## src/rtl/port_d_defines.svh

```systemverilog
// Register offsets, reset values and field positions of the port D control block
`ifndef PORT_D_DEFINES_SVH
`define PORT_D_DEFINES_SVH

// ----------------------------------------------------------------
// Register byte offsets
// ----------------------------------------------------------------
`define OFS_PORT_DATA_LATCH 12'h000
`define OFS_PIN_DIRECTION 12'h004
`define OFS_PULL_ENABLE 12'h008
`define OFS_SLEW_RATE_ENABLE 12'h00c
`define OFS_DRIVE_STRENGTH_SELECT 12'h010
`define OFS_PIN_IRQ_STATUS_CONTROL 12'h014
`define OFS_IRQ_PIN_SELECT 12'h018
`define OFS_EDGE_POLARITY_SELECT 12'h01c

// ----------------------------------------------------------------
// Reset values
// ----------------------------------------------------------------
`define RST_BYTE 8'h00
`define RST_SLEW 8'h00

// ----------------------------------------------------------------
// Status and control field positions
// ----------------------------------------------------------------
`define SC_FLAG_BIT 3
`define SC_ACK_BIT 2
`define SC_IE_BIT 1
`define SC_MODE_BIT 0

`endif

```

## src/rtl/port_d_pkg.sv

```systemverilog
// Types shared by the port D control block
package port_d_pkg;
    typedef logic [7:0] byte_t;
    typedef enum logic [2:0] {
        BUS_IDLE = 3'b001,
        BUS_WRITE = 3'b010,
        BUS_READ = 3'b100
    } bus_state_e;
endpackage : port_d_pkg

```

## src/rtl/port_d_pin_control_irq.sv

```systemverilog
// AHB-Lite slave for one 8-bit port: direction, pulls, slew, drive and pin interrupt
`timescale 1ns/100ps
`include "port_d_defines.svh"

// Notes on behaviour
// - Direction 0: driver off, read pin level
// - Direction 1: driver on, read latch
// - Pull enable bit turns pull on
// - Output pins never get a pull
// - Pull-down only for interrupt pin, rising select
// - Slew bit acts only on output pins
// - Drive strength bit acts only on outputs
// - Flag bit 3 set on detect, writes ignored
// - Acknowledge bit 2 clears flag, reads 0
// - Enable bit 1 gates interrupt request
// - Mode bit 0: edges, or edges and levels
// - Unselected pins never raise the flag
// - Edge select 0 falling/low, 1 rising/high
// - Reset: latch zero, inputs, pulls off
module port_d_pin_control_irq
    import port_d_pkg::*;
(
    // Clock and reset
    input wire logic hclk,
    input wire logic hresetn,
    // AHB-Lite slave
    input wire logic hsel,
    input wire logic [11:0] haddr,
    input wire logic [1:0] htrans,
    input wire logic hwrite,
    input wire logic [2:0] hsize,
    input wire logic [31:0] hwdata,
    input wire logic hready,
    output logic [31:0] hrdata,
    output logic hreadyout,
    output logic hresp,
    // Pins
    input wire logic [7:0] pin_in,
    output logic [7:0] pin_out,
    output logic [7:0] pin_oe,
    output logic [7:0] pull_up_en,
    output logic [7:0] pull_down_en,
    output logic [7:0] slew_en,
    output logic [7:0] drive_high,
    // Interrupt request to the core
    output logic irq_req
);

    // ----------------------------------------------------------------
    // State
    // ----------------------------------------------------------------
    bus_state_e bus_r, bus_nxt;
    logic [11:0] addr_r, addr_nxt;
    logic [31:0] hrdata_r, hrdata_nxt;
    byte_t port_data_latch_r, port_data_latch_nxt;
    byte_t pin_direction_r, pin_direction_nxt;
    byte_t pull_enable_r, pull_enable_nxt;
    byte_t slew_rate_enable_r, slew_rate_enable_nxt;
    byte_t drive_strength_select_r, drive_strength_select_nxt;
    byte_t irq_pin_select_r, irq_pin_select_nxt;
    byte_t edge_polarity_select_r, edge_polarity_select_nxt;
    logic pin_irq_flag_r, pin_irq_flag_nxt;
    logic pin_irq_enable_r, pin_irq_enable_nxt;
    logic detect_mode_select_r, detect_mode_select_nxt;
    byte_t pin_prev_r, pin_prev_nxt;
    byte_t pin_out_r, pin_oe_r, pull_up_r, pull_down_r, slew_r, drive_r;
    byte_t pin_out_nxt, pin_oe_nxt, pull_up_nxt, pull_down_nxt, slew_nxt, drive_nxt;
    logic irq_r, irq_nxt;

    // ----------------------------------------------------------------
    // Detection
    // ----------------------------------------------------------------
    byte_t active_lvl, prev_lvl, edge_hit, level_hit;
    logic detect, level_active, ack_wr;

    always_comb begin
        // Pins normalised so that 1 is the active level
        active_lvl = (pin_in ~^ edge_polarity_select_r) & irq_pin_select_r;
        prev_lvl = (pin_prev_r ~^ edge_polarity_select_r) & irq_pin_select_r;
        edge_hit = active_lvl & ~prev_lvl;
        level_hit = detect_mode_select_r ? active_lvl : 8'h00;
        level_active = |level_hit;
        detect = (|edge_hit) | level_active;
    end

    // ----------------------------------------------------------------
    // Bus and registers
    // ----------------------------------------------------------------
    byte_t wbyte, read_port;

    always_comb begin
        wbyte = hwdata[7:0];
        bus_nxt = BUS_IDLE;
        addr_nxt = addr_r;
        port_data_latch_nxt = port_data_latch_r;
        pin_direction_nxt = pin_direction_r;
        pull_enable_nxt = pull_enable_r;
        slew_rate_enable_nxt = slew_rate_enable_r;
        drive_strength_select_nxt = drive_strength_select_r;
        irq_pin_select_nxt = irq_pin_select_r;
        edge_polarity_select_nxt = edge_polarity_select_r;
        pin_irq_enable_nxt = pin_irq_enable_r;
        detect_mode_select_nxt = detect_mode_select_r;
        ack_wr = 1'b0;
        // Pin level per input pin, latch per output pin
        read_port = (pin_in & ~pin_direction_r) | (port_data_latch_r & pin_direction_r);
        case (bus_r)
            BUS_WRITE: begin
                case (addr_r)
                    `OFS_PORT_DATA_LATCH: port_data_latch_nxt = wbyte;
                    `OFS_PIN_DIRECTION: pin_direction_nxt = wbyte;
                    `OFS_PULL_ENABLE: pull_enable_nxt = wbyte;
                    `OFS_SLEW_RATE_ENABLE: slew_rate_enable_nxt = wbyte;
                    `OFS_DRIVE_STRENGTH_SELECT: drive_strength_select_nxt = wbyte;
                    `OFS_PIN_IRQ_STATUS_CONTROL: begin
                        ack_wr = wbyte[`SC_ACK_BIT];
                        pin_irq_enable_nxt = wbyte[`SC_IE_BIT];
                        detect_mode_select_nxt = wbyte[`SC_MODE_BIT];
                    end
                    `OFS_IRQ_PIN_SELECT: irq_pin_select_nxt = wbyte;
                    `OFS_EDGE_POLARITY_SELECT: edge_polarity_select_nxt = wbyte;
                    default: ack_wr = 1'b0;
                endcase
            end
            default: ack_wr = 1'b0;
        endcase
        // New address phase; read data is presented in the following data phase
        if (hsel && hready && htrans[1]) begin
            addr_nxt = {haddr[11:2], 2'b00};
            bus_nxt = hwrite ? BUS_WRITE : BUS_READ;
        end
    end

    // ----------------------------------------------------------------
    // Read path
    // ----------------------------------------------------------------
    // Read word is produced one cycle early from the address phase; the _nxt
    // values let a read right behind a write see the word that write lands, except at the data offset, which reads the latch and direction flops
    byte_t early_rd;
    logic [11:0] a_now;
    logic rd_start;
    logic ready_r, ready_nxt;
    logic hresp_r, hresp_nxt;

    always_comb begin
        a_now = {haddr[11:2], 2'b00};
        rd_start = hsel && hready && htrans[1] && !hwrite;
        early_rd = 8'h00;
        case (a_now)
            `OFS_PORT_DATA_LATCH: early_rd = read_port;
            `OFS_PIN_DIRECTION: early_rd = pin_direction_nxt;
            `OFS_PULL_ENABLE: early_rd = pull_enable_nxt;
            `OFS_SLEW_RATE_ENABLE: early_rd = slew_rate_enable_nxt;
            `OFS_DRIVE_STRENGTH_SELECT: early_rd = drive_strength_select_nxt;
            `OFS_PIN_IRQ_STATUS_CONTROL: early_rd = {4'h0, pin_irq_flag_nxt, 1'b0,
                pin_irq_enable_nxt, detect_mode_select_nxt};
            `OFS_IRQ_PIN_SELECT: early_rd = irq_pin_select_nxt;
            `OFS_EDGE_POLARITY_SELECT: early_rd = edge_polarity_select_nxt;
            default: early_rd = 8'h00;
        endcase
        // Unmapped words and idle cycles read as zero
        hrdata_nxt = 32'h0000_0000;
        if (rd_start) begin
            hrdata_nxt = {24'h000000, early_rd};
        end
        // Zero wait states and an OKAY answer, each still held in a flop
        ready_nxt = 1'b1;
        hresp_nxt = 1'b0;
    end

    // ----------------------------------------------------------------
    // Flag and request
    // ----------------------------------------------------------------
    always_comb begin
        pin_prev_nxt = pin_in;
        pin_irq_flag_nxt = pin_irq_flag_r;
        // Set wins over an acknowledge in the same cycle
        if (ack_wr && !level_active) begin
            pin_irq_flag_nxt = 1'b0;
        end
        if (detect) begin
            pin_irq_flag_nxt = 1'b1;
        end
        irq_nxt = pin_irq_flag_nxt & pin_irq_enable_nxt;
    end

    // ----------------------------------------------------------------
    // Pad controls
    // ----------------------------------------------------------------
    // Pads follow the _nxt values so they change on the same edge as the register
    always_comb begin
        pin_out_nxt = port_data_latch_nxt;
        pin_oe_nxt = pin_direction_nxt;
        // Pull-down replaces pull-up only on selected interrupt pins with rising polarity
        pull_down_nxt = pull_enable_nxt & ~pin_direction_nxt & irq_pin_select_nxt
            & edge_polarity_select_nxt;
        pull_up_nxt = pull_enable_nxt & ~pin_direction_nxt & ~pull_down_nxt;
        slew_nxt = slew_rate_enable_nxt & pin_direction_nxt;
        drive_nxt = drive_strength_select_nxt & pin_direction_nxt;
    end

    // ----------------------------------------------------------------
    // Bus registers
    // ----------------------------------------------------------------
    // hreadyout resets high so a master may start on the first edge after reset
    always_ff @(posedge hclk or negedge hresetn) begin
        if (!hresetn) begin
            bus_r <= BUS_IDLE;
            addr_r <= 12'h000;
            hrdata_r <= 32'h0000_0000;
            ready_r <= 1'b1;
            hresp_r <= 1'b0;
        end else begin
            bus_r <= bus_nxt;
            addr_r <= addr_nxt;
            hrdata_r <= hrdata_nxt;
            ready_r <= ready_nxt;
            hresp_r <= hresp_nxt;
        end
    end

    // ----------------------------------------------------------------
    // Configuration registers
    // ----------------------------------------------------------------
    // Slew bits reset to a fixed value, yet software is expected to set them anyway
    always_ff @(posedge hclk or negedge hresetn) begin
        if (!hresetn) begin
            port_data_latch_r <= `RST_BYTE;
            pin_direction_r <= `RST_BYTE;
            pull_enable_r <= `RST_BYTE;
            slew_rate_enable_r <= `RST_SLEW;
            drive_strength_select_r <= `RST_BYTE;
            irq_pin_select_r <= `RST_BYTE;
            edge_polarity_select_r <= `RST_BYTE;
            pin_irq_enable_r <= 1'b0;
            detect_mode_select_r <= 1'b0;
        end else begin
            port_data_latch_r <= port_data_latch_nxt;
            pin_direction_r <= pin_direction_nxt;
            pull_enable_r <= pull_enable_nxt;
            slew_rate_enable_r <= slew_rate_enable_nxt;
            drive_strength_select_r <= drive_strength_select_nxt;
            irq_pin_select_r <= irq_pin_select_nxt;
            edge_polarity_select_r <= edge_polarity_select_nxt;
            pin_irq_enable_r <= pin_irq_enable_nxt;
            detect_mode_select_r <= detect_mode_select_nxt;
        end
    end

    // ----------------------------------------------------------------
    // Interrupt registers
    // ----------------------------------------------------------------
    // Previous sample resets low; no pin is selected at reset, so no pin sees an edge from it
    always_ff @(posedge hclk or negedge hresetn) begin
        if (!hresetn) begin
            pin_irq_flag_r <= 1'b0;
            pin_prev_r <= 8'h00;
            irq_r <= 1'b0;
        end else begin
            pin_irq_flag_r <= pin_irq_flag_nxt;
            pin_prev_r <= pin_prev_nxt;
            irq_r <= irq_nxt;
        end
    end

    // ----------------------------------------------------------------
    // Pad registers
    // ----------------------------------------------------------------
    always_ff @(posedge hclk or negedge hresetn) begin
        if (!hresetn) begin
            pin_out_r <= 8'h00;
            pin_oe_r <= 8'h00;
            pull_up_r <= 8'h00;
            pull_down_r <= 8'h00;
            slew_r <= 8'h00;
            drive_r <= 8'h00;
        end else begin
            pin_out_r <= pin_out_nxt;
            pin_oe_r <= pin_oe_nxt;
            pull_up_r <= pull_up_nxt;
            pull_down_r <= pull_down_nxt;
            slew_r <= slew_nxt;
            drive_r <= drive_nxt;
        end
    end

    // ----------------------------------------------------------------
    // Outputs
    // ----------------------------------------------------------------
    // Every port below is a plain copy of a flop, so no glitch reaches the pads
    assign hrdata = hrdata_r;
    assign hreadyout = ready_r;
    assign hresp = hresp_r;
    assign pin_out = pin_out_r;
    assign pin_oe = pin_oe_r;
    assign pull_up_en = pull_up_r;
    assign pull_down_en = pull_down_r;
    assign slew_en = slew_r;
    assign drive_high = drive_r;
    assign irq_req = irq_r;

endmodule : port_d_pin_control_irq

```

## config.mk

```make
export PLATFORM = sky130hd
export DESIGN_NAME = port_d_pin_control_irq
export DESIGN_NICKNAME = d
export VERILOG_FILES = /design/src/rtl/port_d_pkg.sv /design/src/rtl/port_d_pin_control_irq.sv
export VERILOG_INCLUDE_DIRS = /design/src /design/src/rtl
export SDC_FILE = /design/constraint.sdc
export NUM_CORES = 1
export LEC_CHECK = 0
export ABC_AREA = 1
export BUFFER_PORTS_ARGS = -buffer_cell sky130_fd_sc_hd__buf_2
export CORE_AREA = 2 2 101 103
export CTS_BUF_LIST = sky130_fd_sc_hd__clkbuf_8
export DETAILED_ROUTE_END_ITERATION = 10
export DIE_AREA = 0 0 103 105
export PLACE_DENSITY = 0.86
export SYNTH_ARGS = -nofsm -noshare
export SYNTH_HDL_FRONTEND = slang
export SYNTH_SLANG_ARGS = --single-unit
```

## constraint.sdc

```tcl
create_clock -name hclk -period 2.84 [get_ports hclk]
set_clock_uncertainty 0.1 [all_clocks]
set_input_delay 0.284 -clock hclk [delete_from_list [all_inputs] [get_ports hclk]]
set_output_delay 0.284 -clock hclk [all_outputs]
set_load 0.05 [all_outputs]
```

==> summary.txt <==
Peak supply drop - 0.271 mV
RSZ-0062 raised after global routing - false
Wirelength per Cell - 14.8 um
Clk pin slew, worst setup/hold paths - 0.07 ns
Async SR Flop Fraction - 100%
Grt total ovfl - 0
Ys flop type - dfrtp_1
Final instance area - 6710 um^2
Comb pwr share - 8.7%
Synth Cell Area - 5620 um^2
Max-cap violations - 0
Switching Share - 24.3%
Sw power - 0.925 mW
Initial antenna violation count - 0
Number of flip-flops in the largest register - 10
Leading cell type in the layout, fill and taps excluded - nand2_1
Leakage - 3.87 nW
Fin crit share - 80.5%
Post-synth cell types - 31
Pre-antenna DRT Iters - 5
Detailed-placement wirelength estimate - 9.29 mm
Slew Limit Fails - 0
Layout area overhead - 19.5%
Syn avg cell area - 8.38 um^2
Clock network fraction of total power - 44.3%
Synth warn - 0
Die width - 103 um
Final setup vio count - 0
Num rows - 36
Critical Path Start Type - input port
Post-CTS Resized - 0
WL final - 13.8 mm
# DRC - 0
Clk_lat worst skew - 0.44 ns
Area of the multi-input gates - 2090 um^2
Routability congestion estimate from global placement - 0.878
Port Buffers - 88
CTS buffer count - 17
GRT Overall Usage - 27.3%
Synthesized instance count - 670
Die Ht - 105 um
Share of layout cells above drive strength 1 - 21.2%
Vias in the first global route - 4767
Arr. time, crit path - 2.54 ns
Worst reg2reg path depth - 9
Reg with most FFs - addr_r
CTS Sinks - 121
TNS Setup - 0 ns
Routed Antenna Nets - 0
Fmax - 0.438 GHz
CTS max path bufs - 2
Sequential Power Share - 47.0%
Top cell type's share of synthesized area - 53.5%
Fin. Hold Viols - 0
Routed via count - 4886
CTS H-Tree Depth - 4
CORE AREA - 9640 um^2
Endpoint class of the critical path - flip-flop
Seq/Total Area, Yosys - 53.9%
First-iteration detailed-routing DRC count - 383
Synth area leaders - dfrtp_1 53%, nand2_1 13%, inv_1 5.5%
Nets@finish - 853
Hold depth - 2
WS Path Type - in -> reg
Worst R2R Setup Slack - 0.56 ns
Critical Path RT - 3.09 ns
Commonest non-fill, non-tap cells in the layout - 197 x nand2_1, 120 x dfrtp_1, 87 x buf_2
CP Max Fanout - 5
# IOs - 145
Worst slew margin - 46.6%
Worst Hold Class - in -> reg
First-pass GRT wire length - 22.5 mm
Starting density of the core - 58.3%
Status - finished clean
Sequential Area - 3030 um^2
Synthesized flop and latch total - 121
Vias per cell - 5.23
Worst slack, placed - 0.630 ns
Number of synthesized flops with an enable pin - 0
Die Area - 10800 um^2
Crit path time final - 2.28 ns
TritonCTS clock tree - done
Placed inst area - 6130 um^2
Largest net degree at the start of global routing - 65
P_int - 2.88 mW
Synth area leader - dfrtp_1
Pin slew with the least headroom to its limit - 0.800 ns
Pwr per Cell Area - 567 nW/um^2
Filler instances - 721
ANT cells - 0
Total power - 3.81 mW
Worst Setup Slack, final - 0.555 ns
Clock root buffer - clkbuf_8
[layout make-up]
class                           instances  area share, %
Clock buffer                           21           4.31
Clock inverter                          8           2.14
Inverter                               83           4.64
Multi-Input combinational cell        455           31.2
Sequential cell                       121           45.1
Tap cell                              133           2.48
Timing Repair Buffer                  113           10.1
[worst max-delay path, cell delays in order]
cell           delay [ns]
dlygate4sd3_1        0.54
buf_2                0.13
nor2_1               0.20
nand3_1              0.22
nor2_1               0.47
inv_1                0.30
nor2_1               0.16
nor2_1               0.06
a21oi_1              0.17
[per-stage QoR]
| step | std cells | utilization [%] | hold slack [ns] |
|---|---|---|---|
| 2_1_floorplan | 694 | - | -0.112 |
| 3_3_place_gp | 890 | 63.6 | 0.319 |
| 3_5_place_dp | 890 | 63.6 | 0.329 |
| 4_1_cts | 934 | 69.6 | 0.00276 |
| 5_1_grt | 934 | 69.6 | 0.0123 |
| 6_report | 934 | 69.6 | 0.0209 |
[per-layer routing]
layer  wire (um)  global-route usage [%]  vias up
met5           0                       0        -
met4         486                    13.2        0
met3        1060                    6.62       57
met2        6800                    44.5      250
met1        5460                    33.6     2310
li1            -                       -     2269
[cells in the mapped netlist, types with 3 or more instances]
| cell type | count |
|---|---|
| nor3_2 | 3 |
| nor2_1 | 80 |
| nor2_2 | 10 |
| o21ai_0 | 29 |
| a21oi_1 | 8 |
| o21ai_1 | 24 |
| mux2_2 | 4 |
| nand4_1 | 4 |
| o21ai_2 | 14 |
| nand3_1 | 26 |
| xnor2_1 | 8 |
| nand2_2 | 7 |
| inv_1 | 83 |
| nor3_1 | 3 |
| buf_4 | 27 |
| nand2_1 | 197 |
| buf_6 | 4 |
| dfrtp_1 | 120 |
[cell families after synthesis]
logic type	after synthesis	synth area share, %
mux	4	0.802
flops	121	53.9
simple gates	340	25.6
compound gates	77	7.88
buf+inv	118	10.4
xor+xnor	8	1.25
other cells	2	0.134
[timing repair]
item,CTS,global route
setup endpoints to repair,0,0
endpoints found under the hold margin,76,0
hold buffers,15,0
buffers inserted,0,0
[worst paths after layout]
check | from | endpoint
min in group asynchronous | hresetn | hrdata[2]$_DFF_PN0_
worst max register to register | addr_r[7]$_DFFE_PN0P_ | hrdata[5]$_DFF_PN0_
worst min-delay path | haddr[10] | addr_r[10]$_DFFE_PN0P_
worst max-delay path | haddr[11] | hrdata[5]$_DFF_PN0_
max in group asynchronous | hresetn | bus_r[0]$_DFF_PN1_
worst min register to register | drive_strength_select_r[2]$_DFF_PN0_ | drive_strength_select_r[2]$_DFF_PN0_
[power groups by stage]
stage          combinational, mW  clock (mW)  sequential, mW
6_report                   0.331        1.69            1.79
5_1_grt                    0.366        1.77            1.79
3_3_place_gp               0.304           0            1.82
2_1_floorplan              0.216           0            1.84
3_5_place_dp               0.314           0            1.82
4_1_cts                    0.333        1.70            1.79
Note: power is estimated with default switching activity, not from simulation.
